===== src/hdl/xtse_defines.svh =====
// constants for the xor / direction-load / subtract execution block
`ifndef XTSE_DEFINES_SVH
`define XTSE_DEFINES_SVH
`define XTSE_DIRLD_HI_MASK 12'hff8
`define XTSE_DIRLD_HI_VAL 12'h000
`define XTSE_DIRLD_MIN 3'h5
`define XTSE_XORLIT_OP 4'hf
`define XTSE_XORF_OP 6'h06
`define XTSE_SUBF_OP 6'h02
`define XTSE_DEST_BIT 5
`define XTSE_ACC_RESET 8'h00
`define XTSE_DIR_RESET 8'hff
`define XTSE_FILE_RESET 8'h00
`endif


===== src/hdl/xtse_pkg.sv =====
// types for the xor / direction-load / subtract execution block
package xtse_pkg;
  typedef enum {
    XTSE_OP_NONE,
    XTSE_OP_DIRLD,
    XTSE_OP_XORLIT,
    XTSE_OP_XORF,
    XTSE_OP_SUBF
  } xtse_op_t;

  typedef struct packed {
    logic [7:0] value;
    logic zero;
    logic carry;
    logic to_file;
    logic [4:0] file_addr;
    logic [2:0] dir_sel;
  } xtse_dec_t;

  typedef struct packed {
    logic carry;
    logic zero;
  } xtse_flags_t;
endpackage


===== src/hdl/xtse_decode.sv =====
// instruction word decoder for the execution block
`timescale 1ns/1ns
`include "xtse_defines.svh"
module xtse_decode (
  input wire logic [11:0] instr_in,
  output xtse_pkg::xtse_op_t op_out,
  output logic [7:0] literal_out,
  output logic [4:0] file_addr_out,
  output logic to_file_out,
  output logic [2:0] dir_sel_out
);
  import xtse_pkg::*;

  always_comb begin
    op_out = XTSE_OP_NONE;
    if ((instr_in & `XTSE_DIRLD_HI_MASK) == `XTSE_DIRLD_HI_VAL &&
        instr_in[2:0] >= `XTSE_DIRLD_MIN) begin
      op_out = XTSE_OP_DIRLD;
    end else if (instr_in[11:8] == `XTSE_XORLIT_OP) begin
      op_out = XTSE_OP_XORLIT;
    end else if (instr_in[11:6] == `XTSE_XORF_OP) begin
      op_out = XTSE_OP_XORF;
    end else if (instr_in[11:6] == `XTSE_SUBF_OP) begin
      op_out = XTSE_OP_SUBF;
    end
  end

  assign literal_out = instr_in[7:0];
  assign to_file_out = instr_in[`XTSE_DEST_BIT];
  assign file_addr_out = instr_in[4:0];
  assign dir_sel_out = instr_in[2:0];
endmodule


===== src/hdl/xtse_exec.sv =====
// execution of direction-load, literal xor, file xor and file-minus-accumulator
`timescale 1ns/1ns
`include "xtse_defines.svh"
module xtse_exec #(
  parameter int FILE_DEPTH = 32
) (
  input wire logic clock_in,
  input wire logic nrst_in,
  input wire logic instr_valid_in,
  input wire logic [11:0] instr_in,
  output xtse_pkg::xtse_dec_t result_out,
  output logic [7:0] acc_out,
  output xtse_pkg::xtse_flags_t flags_out,
  output logic [7:0] dir5_out,
  output logic [7:0] dir6_out,
  output logic [7:0] dir7_out,
  output logic file_we_out,
  output logic [4:0] file_waddr_out,
  output logic [7:0] file_wdata_out
);
  import xtse_pkg::*;

  xtse_op_t op;
  logic [7:0] literal;
  logic [4:0] faddr;
  logic to_file;
  logic [2:0] dir_sel;
  logic [7:0] file_reg [FILE_DEPTH];
  logic [7:0] fval;
  logic [7:0] xor_val;
  logic [8:0] diff;
  logic [7:0] acc_reg;
  logic zero_reg;
  logic carry_reg;

  xtse_decode u_dec (
    .instr_in(instr_in),
    .op_out(op),
    .literal_out(literal),
    .file_addr_out(faddr),
    .to_file_out(to_file),
    .dir_sel_out(dir_sel)
  );

  assign fval = file_reg[faddr];
  assign xor_val = (op == XTSE_OP_XORLIT) ? (acc_reg ^ literal) : (acc_reg ^ fval);
  // 9-bit difference: msb is the borrow, carry is its inverse
  assign diff = {1'b0, fval} - {1'b0, acc_reg};

  // accumulator
  always_ff @(posedge clock_in or negedge nrst_in) begin
    if (!nrst_in) begin
      acc_reg <= `XTSE_ACC_RESET;
    end else if (instr_valid_in) begin
      case (op)
        XTSE_OP_XORLIT: acc_reg <= xor_val;
        XTSE_OP_XORF: if (!to_file) acc_reg <= xor_val;
        XTSE_OP_SUBF: if (!to_file) acc_reg <= diff[7:0];
        default: acc_reg <= acc_reg;
      endcase
    end
  end

  // status flags
  always_ff @(posedge clock_in or negedge nrst_in) begin
    if (!nrst_in) begin
      zero_reg <= 1'b0;
      carry_reg <= 1'b0;
    end else if (instr_valid_in) begin
      case (op)
        XTSE_OP_XORLIT, XTSE_OP_XORF: zero_reg <= (xor_val == 8'h00);
        XTSE_OP_SUBF: begin
          zero_reg <= (diff[7:0] == 8'h00);
          carry_reg <= ~diff[8];
        end
        default: zero_reg <= zero_reg;
      endcase
    end
  end

  // file registers; reads are combinational from the array
  always_ff @(posedge clock_in or negedge nrst_in) begin
    if (!nrst_in) begin
      for (int i = 0; i < FILE_DEPTH; i++) begin
        file_reg[i] <= `XTSE_FILE_RESET;
      end
    end else if (instr_valid_in && to_file) begin
      if (op == XTSE_OP_XORF) begin
        file_reg[faddr] <= xor_val;
      end else if (op == XTSE_OP_SUBF) begin
        file_reg[faddr] <= diff[7:0];
      end
    end
  end

  // write port mirror for the rest of the core
  always_ff @(posedge clock_in or negedge nrst_in) begin
    if (!nrst_in) begin
      file_we_out <= 1'b0;
      file_waddr_out <= 5'h00;
      file_wdata_out <= 8'h00;
    end else begin
      file_we_out <= instr_valid_in && to_file &&
                     (op == XTSE_OP_XORF || op == XTSE_OP_SUBF);
      file_waddr_out <= faddr;
      file_wdata_out <= (op == XTSE_OP_SUBF) ? diff[7:0] : xor_val;
    end
  end

  // direction registers; reset to all inputs
  always_ff @(posedge clock_in or negedge nrst_in) begin
    if (!nrst_in) begin
      dir5_out <= `XTSE_DIR_RESET;
      dir6_out <= `XTSE_DIR_RESET;
      dir7_out <= `XTSE_DIR_RESET;
    end else if (instr_valid_in && op == XTSE_OP_DIRLD) begin
      case (dir_sel)
        3'h5: dir5_out <= acc_reg;
        3'h6: dir6_out <= acc_reg;
        3'h7: dir7_out <= acc_reg;
        default: dir5_out <= dir5_out;
      endcase
    end
  end

  // last executed result, for observation
  always_ff @(posedge clock_in or negedge nrst_in) begin
    if (!nrst_in) begin
      result_out <= '0;
    end else if (instr_valid_in && op != XTSE_OP_NONE) begin
      result_out.value <= (op == XTSE_OP_SUBF) ? diff[7:0] :
                          (op == XTSE_OP_DIRLD) ? acc_reg : xor_val;
      result_out.zero <= (op == XTSE_OP_SUBF) ? (diff[7:0] == 8'h00) : (xor_val == 8'h00);
      result_out.carry <= (op == XTSE_OP_SUBF) ? ~diff[8] : carry_reg;
      result_out.to_file <= to_file;
      result_out.file_addr <= faddr;
      result_out.dir_sel <= dir_sel;
    end
  end

  assign acc_out = acc_reg;
  assign flags_out = '{carry: carry_reg, zero: zero_reg};
endmodule


===== config.mk =====
export PLATFORM = sky130hd
export DESIGN_NAME = xtse_exec
export DESIGN_NICKNAME = d
export VERILOG_FILES = /design/src/hdl/xtse_pkg.sv /design/src/hdl/xtse_decode.sv /design/src/hdl/xtse_exec.sv
export VERILOG_INCLUDE_DIRS = /design/src /design/src/hdl
export SDC_FILE = /design/constraint.sdc
export NUM_CORES = 1
export LEC_CHECK = 0
export CAP_MARGIN = 5
export CELL_PAD_IN_SITES_DETAIL_PLACEMENT = 0
export CELL_PAD_IN_SITES_GLOBAL_PLACEMENT = 2
export CORE_AREA = 8 8 219 221
export CTS_BUF_LIST = sky130_fd_sc_hd__clkbuf_16
export CTS_CLUSTER_DIAMETER = 50
export DETAILED_ROUTE_END_ITERATION = 8
export DIE_AREA = 0 0 227 229
export DONT_BUFFER_PORTS = 1
export PLACE_DENSITY = 0.72
export SYNTH_ARGS = -nofsm -noshare
export SYNTH_HDL_FRONTEND = slang
export SYNTH_SLANG_ARGS = --single-unit
export TNS_END_PERCENT = 1

===== constraint.sdc =====
create_clock -name clock_in -period 4.1 [get_ports clock_in]
set_clock_uncertainty 0.2 [all_clocks]
set_input_delay 0.41 -clock clock_in [delete_from_list [all_inputs] [get_ports clock_in]]
set_output_delay 0.41 -clock clock_in [all_outputs]
set_load 0.03 [all_outputs]

; ---- After elaboration in Yosys (flattened, before gate mapping)
; Cells that the tools add are included.
[totals]
ff_bits = 323
elab_cells = 115
input_bits = 15
[op_classes]
muxes = 23
bitwise_logic = 4
order_cmp = 3
eq_ne = 15
n_addsub = 1
n_reduce_logical = 22
[op_table]
columns = op, n
row1 = bitwise mux 256 bit, 2
row2 = two-way mux 256 bit, 2
row3 = equality test 32 x 2 -> 1 bit (second input constant), 3
row4 = equality test 32 x 3 -> 1 bit (second input constant), 3
row5 = two-way mux 32 bit, 3
row6 = two-way mux 8 bit, 9
row7 = binary-select mux 8 bit (select 5 bit), 1
row8 = demux 8 bit (select 5 bit), 1
row9 = equality test 32 x 4 -> 1 bit (second input constant), 1
row10 = nonzero test 32 bit, 1
row11 = case mux 8 bit (3 select lines), 1
row12 = zero test 8 bit, 2
row13 = bitwise XOR 8 bit, 2
row14 = zero test 12 bit, 1
row15 = AND reduction 2 bit, 6
row16 = equality test 3 bit (second input constant), 3
row17 = subtractor 8 x 8 -> 9 bit, 1
row18 = equality test 6 x 2 -> 1 bit (second input constant), 1
row19 = equality test 6 x 3 -> 1 bit (second input constant), 1
row20 = greater-or-equal comparator 6 bit (second input constant), 1
row21 = logical AND 1 bit, 6
row22 = < comparator 6 x 1 -> 1 bit (second input constant), 1
row23 = NOT 5 -> 6 bit, 1
row24 = equality test 4 bit (second input constant), 1
row25 = other kinds (11), 14

; ---- Longest topological paths before layout
[logic_depth]
ltp_word = 9
ltp_mapped = 19
ltp_nobuf = 15

; ---- By module
; Synthesis repeated with hierarchy kept, for this count alone.
[hier_totals]
hier_cells = 1540
area_unflattened_um2 = 15382.3
[by_module_without_submodules]
columns = module, instances, cells_per_inst, area_per_inst_um2
row1 = xtse_exec, 1, 1482, 14964.4
row2 = xtse_decode, 1, 58, 417.9

; ---- Worst setup path after synthesis
; No wires, ideal clock.
[synth_path]
path_type = input -> register
startpoint = input instr_in[0]
endpoint = register zero_reg
setup_ps = 88
arrival_time_ps = 3986
setup_slack_ps = -175
path_stages = 18
n_path_buf = 3
cell_sequence = clkbuf_1 buf_2 buf_2 mux2i_1 o22ai_1 nor4_1 and2_1 ha_1 inv_1 fa_1 a21o_1 a21oi_1 o21bai_1 a21oi_1 xnor2_1 nor2_1 or4b_2 a41oi_1
[synth_between]
elab_chain_cells = 8
word_cells_on_any_way = 21
cone_classes = 1 x add/sub / 1 x order compare / 4 x eq/ne / 6 x mux / 3 x bitwise / 6 x reduce/logical
[synth_rtl]
columns = item, line_no
row1 = start: declaration, xtse_exec.sv:10  ; input wire logic [11:0] instr_in,
row2 = "parallel branches: the longest is 8 deep, another holds subtractor 8 x 8 -> 9 bit", --
row3 = end signal: assignment, xtse_exec.sv:71  ; XTSE_OP_XORLIT, XTSE_OP_XORF: zero_reg <= (xor_val == 8'h00);
row4 = end signal: assignment, xtse_exec.sv:73  ; zero_reg <= (diff[7:0] == 8'h00);
row5 = end signal: assignment, xtse_exec.sv:76  ; default: zero_reg <= zero_reg;
row6 = end: declaration, xtse_exec.sv:33  ; logic zero_reg;
; Parallel ways; which one is timed is not known. The select of a mux whose other input is x is not followed.
; A chain may end at the register's enable or synchronous reset.

; ---- Final worst setup path
[layout_path]
startpoint = register file_reg[176] in the netlist's numbering
endpoint = register zero_reg
[layout_between]
elab_chain_cells = 7
word_cells_on_any_way = 9
cone_classes = 1 x add/sub / 5 x mux / 1 x bitwise / 2 x reduce/logical
[layout_rtl]
columns = item, line_no
row1 = start: declaration, xtse_exec.sv:28  ; logic [7:0] file_reg [FILE_DEPTH];
row2 = start signal: indexed assignment, xtse_exec.sv:85  ; file_reg[i] <= `XTSE_FILE_RESET;
row3 = start signal: indexed assignment, xtse_exec.sv:89  ; file_reg[faddr] <= xor_val;
row4 = start signal: indexed assignment, xtse_exec.sv:91  ; file_reg[faddr] <= diff[7:0];
row5 = binary-select mux 8 bit (select 5 bit) *, xtse_exec.sv:45  ; assign fval = file_reg[faddr];
row6 = two-way mux 8 bit (implied by the code) * (2 in series), xtse_exec.sv:45
row7 = "parallel branches: the longest is 3 deep, another holds subtractor 8 x 8 -> 9 bit", --
row8 = case mux 1 bit (2 select lines) *, xtse_exec.sv:70  ; case (op)
; Mark *: on every way between the ends. The select of a mux whose other input is x is not followed.

==> impl_results.md <==
* Post-synth EDFFs at 0
* Die Wd at 227 µm
* Root buffer cell: clkbuf_16
* Crit path buffers/inverters at 1
* First-pass GRT wire length at 66770 µm
* HPWL Detailed at 30060 µm
* Setup Viol. Count Final at 0
* Crit-path max cell delay at 0.64 ns
* Commonest non-fill, non-tap cell in the layout: dfrtp_1
* Slew @ Worst Pin at 1.098 ns
* Most frequent cells in the layout: dfrtp_1 (296), mux2_2 (183), nand2_1 (167), mux2i_1 (132), o21ai_0 (124)
* Largest net degree at the start of global routing at 321
* Initial antenna violation count at 0
* Maxcap violations at 0
* Clock tree sinks at 320
* ANT nets after route at 0
* Syn Inst Count at 1282
* Ratio of final minimum period to clock period at 93.98%
* DR pass1 iterations at 5
* Total Power at 8.796 mW
* P_sw at 3.045 mW
* Place WS at -0.07679 ns
* Vias per cell at 5.174
* Post-synthesis cell type count at 56
* Final core area utilization at 38.47%
* Violated checks: negative hold slack
* CP top delay family: simple AND/OR/NAND/NOR gates
* Max Slew Vio Count at 0
* Initial DRC count at 807
* Vias in the first global route at 10057
* Hold Fails Final Rpt at 320
* Flops & latches, synth at 320
* Mapped Area at 14910 µm²
* Final layout net count at 1352
* Worst-path clk slew at 0.06 ns
* Global Route Usage Sum at 16.79%
* H-tree levels at 2
* Average size of a mapped cell at 11.63 µm²
* CP Data Arrival Time at 4.11 ns
* CTS tree: built
* Fill cells at 4391
* Post-route minimum period at 3.853 ns
* Port bufs at 0
* Starting density of the core at 33.37%
* Required @ worst endpoint at 4.36 ns
* IO Count at 82
* Worst VDD drop at 0.4994 mV
* Cts hold-fix bufs at 8
* CP endpoint kind: flip-flop
* Share of layout cells above drive strength 1 at 27.40%
* Post-synth ARST share at 100.0%
* RSZ-0062 raised after global routing: false
* Clock tree buffer depth at 3
* Clk Latency, worst-skew pair at 0.54 ns
* Most used cell, CP: a21oi_2
* Hold crit path type: in2async
* Sequential power share at 40.9%
* Clock share of power at 35.8%
* Overall routed net length at 43980 µm
* Grt ovf at 0
* Hold_ws at -0.6122 ns
* Row Count at 78
* Max-slew headroom at 26.80%
* Leak Pwr at 7.947 nW
* Status: finished, violations left
* Num CTS Buffers at 38
* PnR worst setup slack at 0.2467 ns
* Switching share of total power at 34.62%
* DRC violations left at 0
* Largest register FFs at 256
* DR vias at 10116
* Critical path class: reg2reg
* PD cells at 511.5 nW/µm²
* Worst setup SP type: flip-flop
* Die area at 51980 µm²
* CP max stage cell: or4b_2
* GPL Wtd Cong at 0.8646
* Achievable frequency at 259.5 MHz
* Layout area overhead at 15.30%
* Most used DFF post-synth: dfrtp_1
* Internal at 5.751 mW
* Die height at 229 µm
* CP cell instances: mux2i_1 -> o22ai_1 -> nor4_2 -> and2_1 -> ha_1 -> inv_1 -> fa_1 -> a21o_1 -> a21oi_2 -> o21bai_1 -> a21oi_2 -> xnor2_1 -> nor2_1 -> or4b_2 -> a41oi_2
* Share of the yosys chip area belonging to registers at 53.89%
* Wire per inst at 22.50 µm
* Placeable Area at 44700 µm²
* Syn_nets at 1309
* Crit-path max FO at 2
* Synth Warn # at 0
* Combinational fraction of design power at 23.3%
==> per-layer routing <==
metal  track usage (%)  vias up  routed length (µm)
li1                  -     4666                   -
met1             22.67     5168               19670
met2             27.52      224               20940
met3             2.939       58                2339
met4             4.452        0                1036
met5                 0        -                   0
==> area by class of cell <==
class                      instances  area, µm²  share of cell area, %
antenna                            1      2.502                0.01455
clock buffer                      38      950.9                  5.530
clock inverter                    31      214.0                  1.244
inverter                          14      52.55                 0.3056
multi-input combinational        865       6472                  37.64
sequential                       320       8038                  46.74
tap                              600      750.7                  4.366
timing repair buffer              86      715.7                  4.162
==> per-stage QoR <==
step | hold WS [ns] | cell area, µm² | TNS, ns | instances
6_report | -0.6122 | 17200 | 0 | 1955
5_1_grt | -0.6395 | 17190 | 0 | 1954
4_1_cts | -0.6504 | 17140 | 0 | 1953
3_5_place_dp | -0.07173 | 15890 | -0.5847 | 1876
3_3_place_gp | -0.07558 | 15890 | -0.02440 | 1876
2_1_floorplan | -0.08559 | 14960 | 0 | 1282
==> what timing repair did <==
item,CTS,global route
endpoints found under the hold margin,333,320
resized for setup,0,8
setup buffers,0,1
setup endpoints to repair,0,38
==> worst reg2reg max path, cell delays in order, from the launching register on <==
cell and delay (ns):
dfrtp_1 0.38, mux2i_1 0.18, o22ai_1 0.14, nor4_2 0.40
and2_1 0.21, ha_1 0.14, inv_1 0.05, fa_1 0.42
a21o_1 0.19, a21oi_2 0.15, o21bai_1 0.08, a21oi_2 0.16
xnor2_1 0.11, nor2_1 0.13, or4b_2 0.64, a41oi_2 0.21
==> kinds of logic (layout without fill, tap and decap cells) <==
group | count (synthesis) | count (layout) | share of synthesized area [%]
flip-flops | 320 | 320 | 53.89
other | 0 | 1 | 0
AO/OA/AOI/OAI | 238 | 238 | 9.186
buffers and inverters | 97 | 169 | 3.112
adder cells (fa/ha/maj) | 12 | 12 | 1.057
multiplexers | 318 | 318 | 22.99
XOR/XNOR | 13 | 13 | 0.9145
AND/OR/NAND/NOR | 284 | 284 | 8.842
==> power groups by stage <==
stage / Clock, mW / Sequential [mW] / Combinational, mW
final: 3.15 / 3.60 / 2.05
after global routing: 3.38 / 3.61 / 2.18
after CTS: 3.24 / 3.60 / 2.07
after detailed placement: 0 / 3.66 / 2.05
after global placement: 0 / 3.66 / 2.04
after floorplan: 0 / 3.59 / 1.05
==> worst paths after layout <==
path	startpoint	endpoint	slack [ns]	cells past startpoint
max	file_reg[176]$_DFFE_PN0P_	zero_reg$_DFFE_PN0P_	0.25	15
min	nrst_in	result_out[14]$_DFFE_PN0P_	-0.61	0
max reg2reg	file_reg[176]$_DFFE_PN0P_	zero_reg$_DFFE_PN0P_	0.25	15
min reg2reg	file_reg[246]$_DFFE_PN0P_	file_reg[246]$_DFFE_PN0P_	0.28	2
max in group asynchronous	nrst_in	file_reg[225]$_DFFE_PN0P_	3.42	0
min in group clock_in	instr_in[5]	file_we_out$_DFF_PN0_	0.08	2
==> Yosys cell counts (2+ instances only) <==
master	count	area, µm²
clkbuf_2	6	30.03
nand3_1	6	30.03
a31oi_2	3	37.54
buf_6	5	56.30
buf_4	6	45.04
a31oi_1	6	37.54
nand4bb_1	5	56.30
mux2i_1	133	1331
o21a_1	8	60.06
clkbuf_1	38	142.6
nand3b_1	2	15.01
buf_2	26	130.1
xnor2_1	9	78.83
a21o_1	2	15.01
nand4_1	3	18.77
or4b_1	3	30.03
nand2_1	167	626.9
o22ai_1	65	406.6
o21ai_0	124	620.6
and2_1	2	12.51
or2_2	3	18.77
inv_1	14	52.55
ha_1	11	137.6
nand2b_1	4	25.02
nor2_1	47	176.4
a21oi_1	14	70.07
nor3_1	4	20.02
nand4b_1	6	52.55
dfstp_2	24	630.6
or3_1	2	12.51
o31ai_1	4	30.03
dfrtp_1	296	7407
xnor2_2	3	48.80
nor3_2	4	40.04
nor4_1	17	106.4
a211oi_1	3	22.52
mux2_2	183	2061
buf_1	2	7.510
nor3b_1	3	22.52
o21ai_2	2	17.52
o21bai_1	2	15.01
Note: power is estimated with default switching activity, not from simulation.
